[config.mk]
export PLATFORM = sky130hd
export DESIGN_NAME = wlv_ctrl_flat
export DESIGN_NICKNAME = d
export VERILOG_FILES = /design/src/design/wlv_pkg.sv /design/src/design/wlv_link_if.sv /design/src/design/wlv_ctrl.sv /design/src/flat_wrapper.sv
export SDC_FILE = /design/constraint.sdc
export NUM_CORES = 1
export LEC_CHECK = 0
export ABC_AREA = 1
export BUFFER_PORTS_ARGS = -buffer_cell sky130_fd_sc_hd__buf_4
export CELL_PAD_IN_SITES_DETAIL_PLACEMENT = 1
export CELL_PAD_IN_SITES_GLOBAL_PLACEMENT = 2
export CORE_AREA = 2 2 113 93
export DETAILED_ROUTE_END_ITERATION = 8
export DIE_AREA = 0 0 115 95
export GPL_TIMING_DRIVEN = 0
export PLACE_DENSITY = 0.8
export SLEW_MARGIN = 20
export SYNTH_ARGS = -nofsm -noshare
export SYNTH_HDL_FRONTEND = slang
export SYNTH_SLANG_ARGS = --single-unit
[constraint.sdc]
create_clock -name clk -period 1.5 [get_ports clk]
set_clock_uncertainty 0.1 [all_clocks]
set_input_delay 0.075 -clock clk [delete_from_list [all_inputs] [get_ports clk]]
set_output_delay 0.075 -clock clk [all_outputs]
set_load 0.05 [all_outputs]
[src/design/wlv_pkg.sv]
// Function
// - mr1 bit seven enters write leveling mode
// - dqs rising edge samples ck, prime dq reports
// - narrow parts: feedback on dq0, others low
// - wide parts: dq0 lower, dq8 upper lane
// - output buffer bit one disables strobe, dq
// - odt switches only dqs termination
// - allowed termination values depend on buffer bit
// - buffers off, odt low: all off, high-z
// - controller issues only nop or deselect
// - controller levels one rank at a time
// - odt raised after tmod, before dqs low; here odt and dqs_oe both rise on entering ST_PRE
// - dqs low after delay, toggle after wlmrd
// - toggles meet minimum high and low widths
// - prime dq follows capture within output delay
// - controller does not drive dq
// - controller steps delay until zero-to-one seen
// - controller keeps dqs after last edge, stops; here dqs_oe drops at the last falling edge, on entering ST_TAIL
// - controller drops odt after dqs stops; here odt and dqs_oe drop in the same cycle
// - leveling disabled by mrs after termination off
package wlv_pkg;
  localparam int DQ_W = 16;
  localparam int MR_W = 16;
  localparam int MR1_WL_BIT = 7;
  localparam int MR1_QOFF_BIT = 12;
  localparam int MR1_RTT0_BIT = 2;
  localparam int MR1_RTT1_BIT = 6;
  localparam int MR1_RTT2_BIT = 9;
  localparam int UPPER_PRIME = 8;
  localparam logic [2:0] RTT_OFF = 3'h0;
  localparam logic [2:0] RTT_60 = 3'h1;
  localparam logic [2:0] RTT_120 = 3'h2;
  localparam logic [2:0] RTT_40 = 3'h3;
  localparam int CLK_NS = 40;
  localparam int TMOD_NS = 360;
  localparam int TMOD_CYC = (TMOD_NS + CLK_NS - 1) / CLK_NS;
  localparam int TWLMRD_NS = 1000;
  localparam int TWLMRD_CYC = (TWLMRD_NS + CLK_NS - 1) / CLK_NS;
  localparam int HALF_DIV = 4;
  localparam int TOGGLES = 4;
  localparam int TAP_MAX = 32;
  localparam int TAIL_CYC = 16;
  localparam logic [7:0] CNT_ZERO = 8'h00;
  localparam logic [7:0] CNT_ONE = 8'h01;
endpackage : wlv_pkg

[src/design/wlv_link_if.sv]
`timescale 1ns/1ps
interface wlv_link_if;
  logic ck;
  logic wl_enable;
  logic out_disable;
  logic [2:0] rtt_nom;
  logic odt;
  logic dqs_upper;
  logic dqs_lower;
  logic dqs_oe;
  logic [wlv_pkg::DQ_W-1:0] dq_out;
  logic [wlv_pkg::DQ_W-1:0] dq_oe;
  logic dqs_term;
  modport device (input ck, input wl_enable, input out_disable, input rtt_nom, input odt,
    input dqs_upper, input dqs_lower, input dqs_oe, output dq_out, output dq_oe,
    output dqs_term);
  modport ctrl (output ck, output wl_enable, output out_disable, output rtt_nom,
    output odt, output dqs_upper, output dqs_lower, output dqs_oe, input dq_out,
    input dq_oe, input dqs_term);
endinterface : wlv_link_if

[src/design/wlv_ctrl.sv]
`timescale 1ns/1ps
module wlv_ctrl (
  input wire logic clk,
  input wire logic reset_n,
  wlv_link_if.ctrl link,
  input wire logic start,
  input wire logic level_rank,
  output logic busy,
  output logic done,
  output logic [7:0] tap
);
  typedef enum logic [2:0] {
    ST_IDLE = 3'b000, ST_MOD = 3'b001, ST_PRE = 3'b010, ST_TOG = 3'b011,
    ST_TAIL = 3'b100, ST_EXIT = 3'b101
  } wlv_st_type;
  typedef struct packed {
    wlv_st_type st;
    logic [7:0] cnt;
    logic [7:0] div;
    logic [7:0] tog;
    logic [7:0] tap;
    logic ck;
    logic dqs;
    logic [1:0] fb_s;
    logic last;
    logic done;
  } wlv_ctl_type;
  wlv_ctl_type r;
  wlv_ctl_type next_r;
  always_comb
  begin
    next_r = r;
    next_r.fb_s = {r.fb_s[0], link.dq_out[0]};
    next_r.div = r.div + 8'(1);
    if (r.div == 8'(wlv_pkg::HALF_DIV - 1))
    begin
      next_r.div = wlv_pkg::CNT_ZERO;
      next_r.ck = !r.ck;
    end
    next_r.cnt = r.cnt + 8'(1);
    unique case (r.st)
      ST_IDLE:
      begin
        next_r.cnt = wlv_pkg::CNT_ZERO;
        if (start)
        begin
          next_r.st = ST_MOD;
          next_r.done = 1'b0;
          next_r.tap = wlv_pkg::CNT_ZERO;
        end
      end
      ST_MOD:
        if (r.cnt == 8'(wlv_pkg::TMOD_CYC))
        begin
          next_r.st = ST_PRE;
          next_r.cnt = wlv_pkg::CNT_ZERO;
        end
      ST_PRE:
        if (r.cnt == 8'(wlv_pkg::TWLMRD_CYC))
        begin
          next_r.st = ST_TOG;
          next_r.cnt = wlv_pkg::CNT_ZERO;
          next_r.tog = wlv_pkg::CNT_ZERO;
        end
      ST_TOG:
        // dqs high/low each eight clk, above minimum widths
        if (r.cnt == 8'(2 * wlv_pkg::HALF_DIV - 1))
        begin
          next_r.cnt = wlv_pkg::CNT_ZERO;
          next_r.dqs = !r.dqs;
          if (r.dqs)
          begin
            next_r.tog = r.tog + 8'(1);
            if (r.tog == 8'(wlv_pkg::TOGGLES - 1))
            begin
              next_r.tog = wlv_pkg::CNT_ZERO;
              // step delay until feedback goes 0 to 1
              if (!r.last && r.fb_s[1] && r.tap != wlv_pkg::CNT_ZERO)
                next_r.st = ST_TAIL;
              else if (r.tap == 8'(wlv_pkg::TAP_MAX - 1))
                next_r.st = ST_TAIL;
              else
                next_r.tap = r.tap + 8'(1);
              next_r.last = r.fb_s[1];
            end
          end
        end
      ST_TAIL:
        if (r.cnt == 8'(wlv_pkg::TAIL_CYC))
        begin
          next_r.st = ST_EXIT;
          next_r.cnt = wlv_pkg::CNT_ZERO;
        end
      ST_EXIT:
        if (r.cnt == 8'(wlv_pkg::TMOD_CYC))
        begin
          next_r.st = ST_IDLE;
          next_r.done = 1'b1;
        end
      default:
        next_r.st = ST_IDLE;
    endcase
    if (r.st != ST_TOG)
      next_r.dqs = 1'b0;
  end
  always_ff @(posedge clk or negedge reset_n)
  begin
    if (!reset_n)
      r <= '0;
    else
      r <= next_r;
  end
  // coarse delay model: odd taps invert the ck phase seen at the strobe
  assign link.ck = r.ck ^ r.tap[0];
  assign link.wl_enable = r.st inside {ST_MOD, ST_PRE, ST_TOG, ST_TAIL};
  assign link.out_disable = !level_rank;
  assign link.rtt_nom = wlv_pkg::RTT_40;
  assign link.odt = r.st inside {ST_PRE, ST_TOG};
  assign link.dqs_lower = r.dqs;
  assign link.dqs_upper = r.dqs;
  assign link.dqs_oe = r.st inside {ST_PRE, ST_TOG};
  assign busy = r.st != ST_IDLE;
  assign done = r.done;
  assign tap = r.tap;
endmodule : wlv_ctrl

[src/flat_wrapper.sv]
// flat-port wrapper written by rule: the top's interface ports become plain ports
module wlv_ctrl_flat 
  (clk, reset_n, start, level_rank, busy, done, tap, link_ck, link_wl_enable, link_out_disable, link_rtt_nom, link_odt, link_dqs_upper, link_dqs_lower, link_dqs_oe, link_dq_out, link_dq_oe, link_dqs_term);
  wlv_link_if link_i ();
  input wire logic clk;
  input wire logic reset_n;
  input wire logic start;
  input wire logic level_rank;
  output logic busy;
  output logic done;
  output logic [7:0] tap;
  output wire logic [$bits(link_i.ck)-1:0] link_ck;
  output wire logic [$bits(link_i.wl_enable)-1:0] link_wl_enable;
  output wire logic [$bits(link_i.out_disable)-1:0] link_out_disable;
  output wire logic [$bits(link_i.rtt_nom)-1:0] link_rtt_nom;
  output wire logic [$bits(link_i.odt)-1:0] link_odt;
  output wire logic [$bits(link_i.dqs_upper)-1:0] link_dqs_upper;
  output wire logic [$bits(link_i.dqs_lower)-1:0] link_dqs_lower;
  output wire logic [$bits(link_i.dqs_oe)-1:0] link_dqs_oe;
  input wire logic [$bits(link_i.dq_out)-1:0] link_dq_out;
  input wire logic [$bits(link_i.dq_oe)-1:0] link_dq_oe;
  input wire logic [$bits(link_i.dqs_term)-1:0] link_dqs_term;
  assign link_ck = link_i.ck;
  assign link_wl_enable = link_i.wl_enable;
  assign link_out_disable = link_i.out_disable;
  assign link_rtt_nom = link_i.rtt_nom;
  assign link_odt = link_i.odt;
  assign link_dqs_upper = link_i.dqs_upper;
  assign link_dqs_lower = link_i.dqs_lower;
  assign link_dqs_oe = link_i.dqs_oe;
  assign link_i.dq_out = link_dq_out;
  assign link_i.dq_oe = link_dq_oe;
  assign link_i.dqs_term = link_dqs_term;
  wlv_ctrl u_core (.clk(clk), .reset_n(reset_n), .link(link_i), .start(start), .level_rank(level_rank), .busy(busy), .done(done), .tap(tap));
endmodule
Word-level counts from Yosys, hierarchy flattened
Cells that the tools add are included.

word-level totals
  bits in read-only memories = 0
  input bits = 37
  memories kept = 0
  output and inout port bits = 20
  latch bits = 0
  word-level logic and storage cells = 88
  bits in writable memories = 0
  register bits after elaboration = 41

cells by class
  eq/ne operators = 24
  reductions and logical operators = 21
  add/subtract/negate cells = 4
  shifts and indexed selects = 0
  bitwise operators = 1
  magnitude comparators = 0
  div/mod/pow operators = 0
  multiplexer cells = 28
  $mul = 0

operators by type and width
  cell                                                                     count
  16-bit two-way mux                                                       3
  11-bit two-way mux                                                       4
  8-bit two-way mux                                                        5
  8-bit one-hot mux with 5 select lines                                    1
  8-bit by 1-bit adder with 8-bit output, second input constant            4
  8-bit one-hot mux with 2 select lines                                    2
  8-bit by 5-bit equality test with 1-bit output, second input constant    3
  3-bit two-way mux                                                        6
  3-bit one-hot mux with 6 select lines                                    1
  8-bit by 2-bit equality test with 1-bit output, second input constant    2
  2-bit by 1-bit inequality test with 1-bit output, second input constant  7
  2-bit nonzero test                                                       5
  9-bit AND reduction                                                      1
  8-bit by 3-bit equality test with 1-bit output, second input constant    1
  8-bit by 4-bit equality test with 1-bit output, second input constant    1
  4-bit AND reduction                                                      2
  8-bit nonzero test                                                       1
  7-bit AND reduction                                                      1
  3-bit by 2-bit equality test with 1-bit output, second input constant    2
  3-bit equality test, second input constant                               2
  2-bit inequality test, second input constant                             3
  1-bit two-way mux                                                        5
  1-bit zero test                                                          4
  4-bit nonzero test                                                       1
  10 further kinds                                                         11

Longest topological paths before layout
  depth after elaboration = 8
  depth in mapped cells = 12
  gate-level depth less buffers = 12

Worst setup path after synthesis
OpenSTA, ideal clock, no wires.

  kind = register -> register
  start point = reg u_core.r[40] (netlist bit)
  end point = reg u_core.r, in the netlist u_core.tap[0]
  period minus slack after synthesis = 1747 ps
  stages on the path, launching flop included = 10
  library setup time = 117 ps
  data arrival time = 1530 ps
  buffers on the path = 2
  path slack = -247 ps
  required time = 1283 ps
  cell sequence = dfrtp_1 > nor2_4 > nand2_4 > buf_6 > nor2_4 > o21a_1 > buf_6 > nand2_4 > nand2_1 > nand2_1

on the way
  word-level cells in the longest chain between the ends = 3
  elaborated cells between the ends (all ways) = 11
  classes of those cells = eq/ne (7); mux (1); reduce/logical (3)

ends and longest elaborated chain
  what                                                                               RTL line         source
  from (decl)                                                                        wlv_ctrl.sv:28   wlv_ctl_type r;
  from (signal assigned)                                                             wlv_ctrl.sv:111  r <= next_r;
  3-bit by 2-bit equality test with 1-bit output or 3-bit zero test (tied branches)  wlv_ctrl.sv:41   unique case (r.st)
  2-bit inequality test (no line), or another cell as far along                      --
  7-bit AND reduction (no line)                                                      --

Parallel ways exist; a longest one is shown, timed or not.
A chain may end at the register's enable or synchronous reset.

Worst setup path in the final report
  start point = reg u_core.r[33] (netlist bit)
  end point = reg u_core.r[39] (netlist bit)

on the way
  word-level cells in the longest chain between the ends = 3
  elaborated cells between the ends (all ways) = 10
  classes of those cells = eq/ne (9); reduce/logical (1)

ends and longest elaborated chain
  what                                                                          RTL line
  8-bit by 4-bit equality test with 1-bit output, or another cell as far along  wlv_ctrl.sv:53, wlv_ctrl.sv:95
  2-bit by 1-bit inequality test with 1-bit output (no line)                    --
  9-bit AND reduction (no line) (*)                                             --

Every way passes the cells marked *; elsewhere a longest branch is shown, timed or not.

==> metrics <==
num rows 33; Req. time, crit path 1580 ps; crit-path max FO 4; Via Count ~2,500; Non-Filler Instances 546; Final WS setup -290 ps; synth unique cells 31; global-route wire length before repair roughly 12,000 µm; CTS tree done; slowest cell on the critical path dfrtp_1; CTS sink cnt 41; dpl ws -433 ps; FMAX 559 MHz; Mapped Avg Cell Area 7.34 µm²; number of buffers and inverters on the critical path 2; clock period minus worst slack 1790 ps; RSZ-0062 raised after global routing true; Max Cap Violations 0; largest net degree at the start of global routing 42; final global-route overflow total 0; LEAKAGE 0.00191 µW; Clock Latency Late Sink 290 ps; Post-Place Cells between 400 and 500; Final nets 468; vias in the first global route 2,405; area of the mapped netlist 0.00261 mm²; status complete, but fails checks; Seq cells post-synth 41; Hold WS roughly 22 ps; measured slew at the worst slew-check pin roughly 570 ps; Synth-to-Final Area Change 47.4%; antenna fix cells 0; CTS Buffer Depth 2; root buffer cell clkbuf_16; Power Total 3730 µW; Hold Path Depth 4; I/O pins 57; die area 0.0109 mm²; chip width 115 µm; clock transition at the registers of the reported paths approximately 60 ps; drt pass-1 iters 4; Max-slew headroom 0.618; VDD IR-drop max 0.386 mV; antenna violations before repair 0; Synth Instances approximately 360; Overall Global Routing Usage 0.133; period utilisation layout 1.19; share of layout cells above drive strength 1 0.401; ordered list of cells on the worst path inv_1 -> nand3_2 -> nor2_4 -> nand2_2 -> nand2_4 -> buf_4 -> nand2_4 -> nor2_4 -> nand2_2 -> nand2_1 -> nand2_1; Hold Fails Final Rpt 0; critical path's top delay family simple AND/OR/NAND/NOR gates; vias per cell 4.53; H-tree depth 2; final WL approximately 7400 µm; crit end category register; CP startpoint kind register; post-route DRC violation count 0; failing checks setup timing; Final Slew Violations 0; Synth warnings 0; Inserted Clock Buffers 5; Critical Path AT 1870 ps; Post-DP HPWL 4560 µm; critical path depth 11; slowest cell delay on critical path 470 ps; register area share after synthesis 0.394; number of port buffers 21; drt wl/cell 13.6 µm; final setup vio count 28; Cell Pwr Density 970 mW/mm²; iteration-0 DRC count of the detailed router 116; Hold Path Class input pin to register; Initial Util 0.263; chip height 95 µm; r2r worst-path depth 11; WS Path Type register to register; gpl congestion around 0.74; Final ANT Viol Nets 0; core area slightly below 0.01 mm²
[worst paths after layout]
path / from / slack (ps) / to
setup / recovery: u_core.r[33]$_DFF_PN0_ / -290 / u_core.r[39]$_DFFE_PN0P_
hold / removal: start / 20 / u_core.done$_DFFE_PN0P_
setup reg to reg: u_core.r[33]$_DFF_PN0_ / -290 / u_core.r[39]$_DFFE_PN0P_
hold reg to reg: u_core.next_r[3]$_DFF_PN0_ / 250 / u_core.r[3]$_DFF_PN0_
max in group asynchronous: reset_n / 640 / u_core.r[30]$_DFF_PN0_
min in group asynchronous: reset_n / 230 / u_core.tap[5]$_DFFE_PN0P_
[power breakdown]
group | internal, µW | switching [µW]
registers | 1150 | 79.1
clock network | 951 | 466
logic | 420 | 657
[Yosys cell counts]
cell | count | area, µm²
nor4_1 | 2 | 12.5
nand3b_1 | 1 | 7.51
nor3b_1 | 2 | 15.0
conb_1 | 2 | 7.51
a21oi_1 | 7 | 35.0
buf_4 | 13 | 97.6
o21ai_0 | 13 | 65.1
o21ai_1 | 1 | 5.00
o22ai_1 | 1 | 6.26
o311ai_0 | 1 | 8.76
nand2_1 | 82 | 308
nor2_4 | 3 | 33.8
nand3_2 | 2 | 20.0
buf_6 | 3 | 33.8
clkinv_2 | 1 | 5.00
nor3_1 | 8 | 40.0
nor2_1 | 41 | 154
ha_1 | 8 | 100
o21a_1 | 1 | 7.51
xnor2_1 | 3 | 26.3
xor2_1 | 8 | 70.1
inv_1 | 62 | 233
nor2_8 | 1 | 20.0
nor2_2 | 2 | 12.5
nand3_1 | 33 | 165
o21ai_2 | 1 | 8.76
nand4_1 | 6 | 37.5
nand2_2 | 3 | 18.8
inv_2 | 1 | 3.75
nand2_4 | 2 | 22.5
dfrtp_1 | 41 | 1030
[cell families after synthesis]
family	after synthesis	share of synthesized area
adder cells (fa/ha/maj)	8	0.0384
AND/OR/NAND/NOR	188	0.333
flip-flops	41	0.394
XOR/XNOR	11	0.0370
other	2	0.00288
buffers and inverters	80	0.143
AO/OA/AOI/OAI	25	0.0523
[cells in the final DEF (no fill, tap or decap), types with 3 or more instances in the layout]
cell,Yosys,routed
a21oi_1,7,5
buf_4,13,62
buf_6,3,8
clkbuf_16,0,5
conb_1,2,3
dfrtp_1,41,36
dfrtp_2,0,5
ha_2,0,3
ha_4,0,3
inv_1,62,55
inv_2,1,6
nand2_1,82,64
nand2_2,3,16
nand2_4,2,5
nand3_1,33,24
nand3_2,2,8
nand3_4,0,4
nand4_1,6,6
nor2_1,41,26
nor2_2,2,9
nor2_4,3,11
nor3_1,8,4
nor3_2,0,3
o21ai_0,13,8
o21ai_1,1,3
xnor2_1,3,3
xor2_1,8,7
[metal layers]
| layer | share of wire | vias to the layer above | wire length (µm) | global-route usage |
|---|---|---|---|---|
| li1 | - | 1224 | - | - |
| met3 | 0.019 | 7 | 144 | 0.0212 |
| met5 | 0 | - | 0 | 0 |
| met1 | 0.47 | 1217 | 3480 | 0.176 |
| met2 | 0.50 | 23 | 3750 | 0.228 |
| met4 | 0.010 | 0 | 75 | 0.0331 |
[sequential cells by signal, indices dropped and copies added (netlist names)]
name and cells:
u_core.done 1, u_core.link.dqs_lower 1, u_core.r 30, u_core.next_r 1, u_core.tap 8
[worst min-delay path, cell delays in order]
cell and delay, ps:
buf_4 110, inv_1 60, o21ai_0 80, nand2_1 60
[metrics by stage]
stage                     area, µm²  utilization  setup TNS, ps
after floorplan                2630            -          -3000
final                          3840        0.388          -6230
after CTS                      3480        0.351          -4380
after global routing           3840        0.388          -8810
after global placement         2940        0.296          -8620
after detailed placement       2940        0.296          -9380
[final cells by class]
type	instances	area (µm²)
plain buffers	16	135
clock buffers	5	125
clock inverters	3	65.1
fillers	1192	6070
inverters	64	250
multi-input cells	236	1590
flip-flops and latches	41	1030
well taps	122	153
repair buffers	59	490
[timing repair]
item | CTS | global route
pin swaps | 20 | 23
hold buffers | 2 | 0
gates resized for setup | 51 | 59
gates cloned | 0 | 1
setup endpoints to repair | 33 | 36
endpoints found under the hold margin | 42 | 0
buffers inserted | 20 | 16
Power figures use the tool's default switching activity.
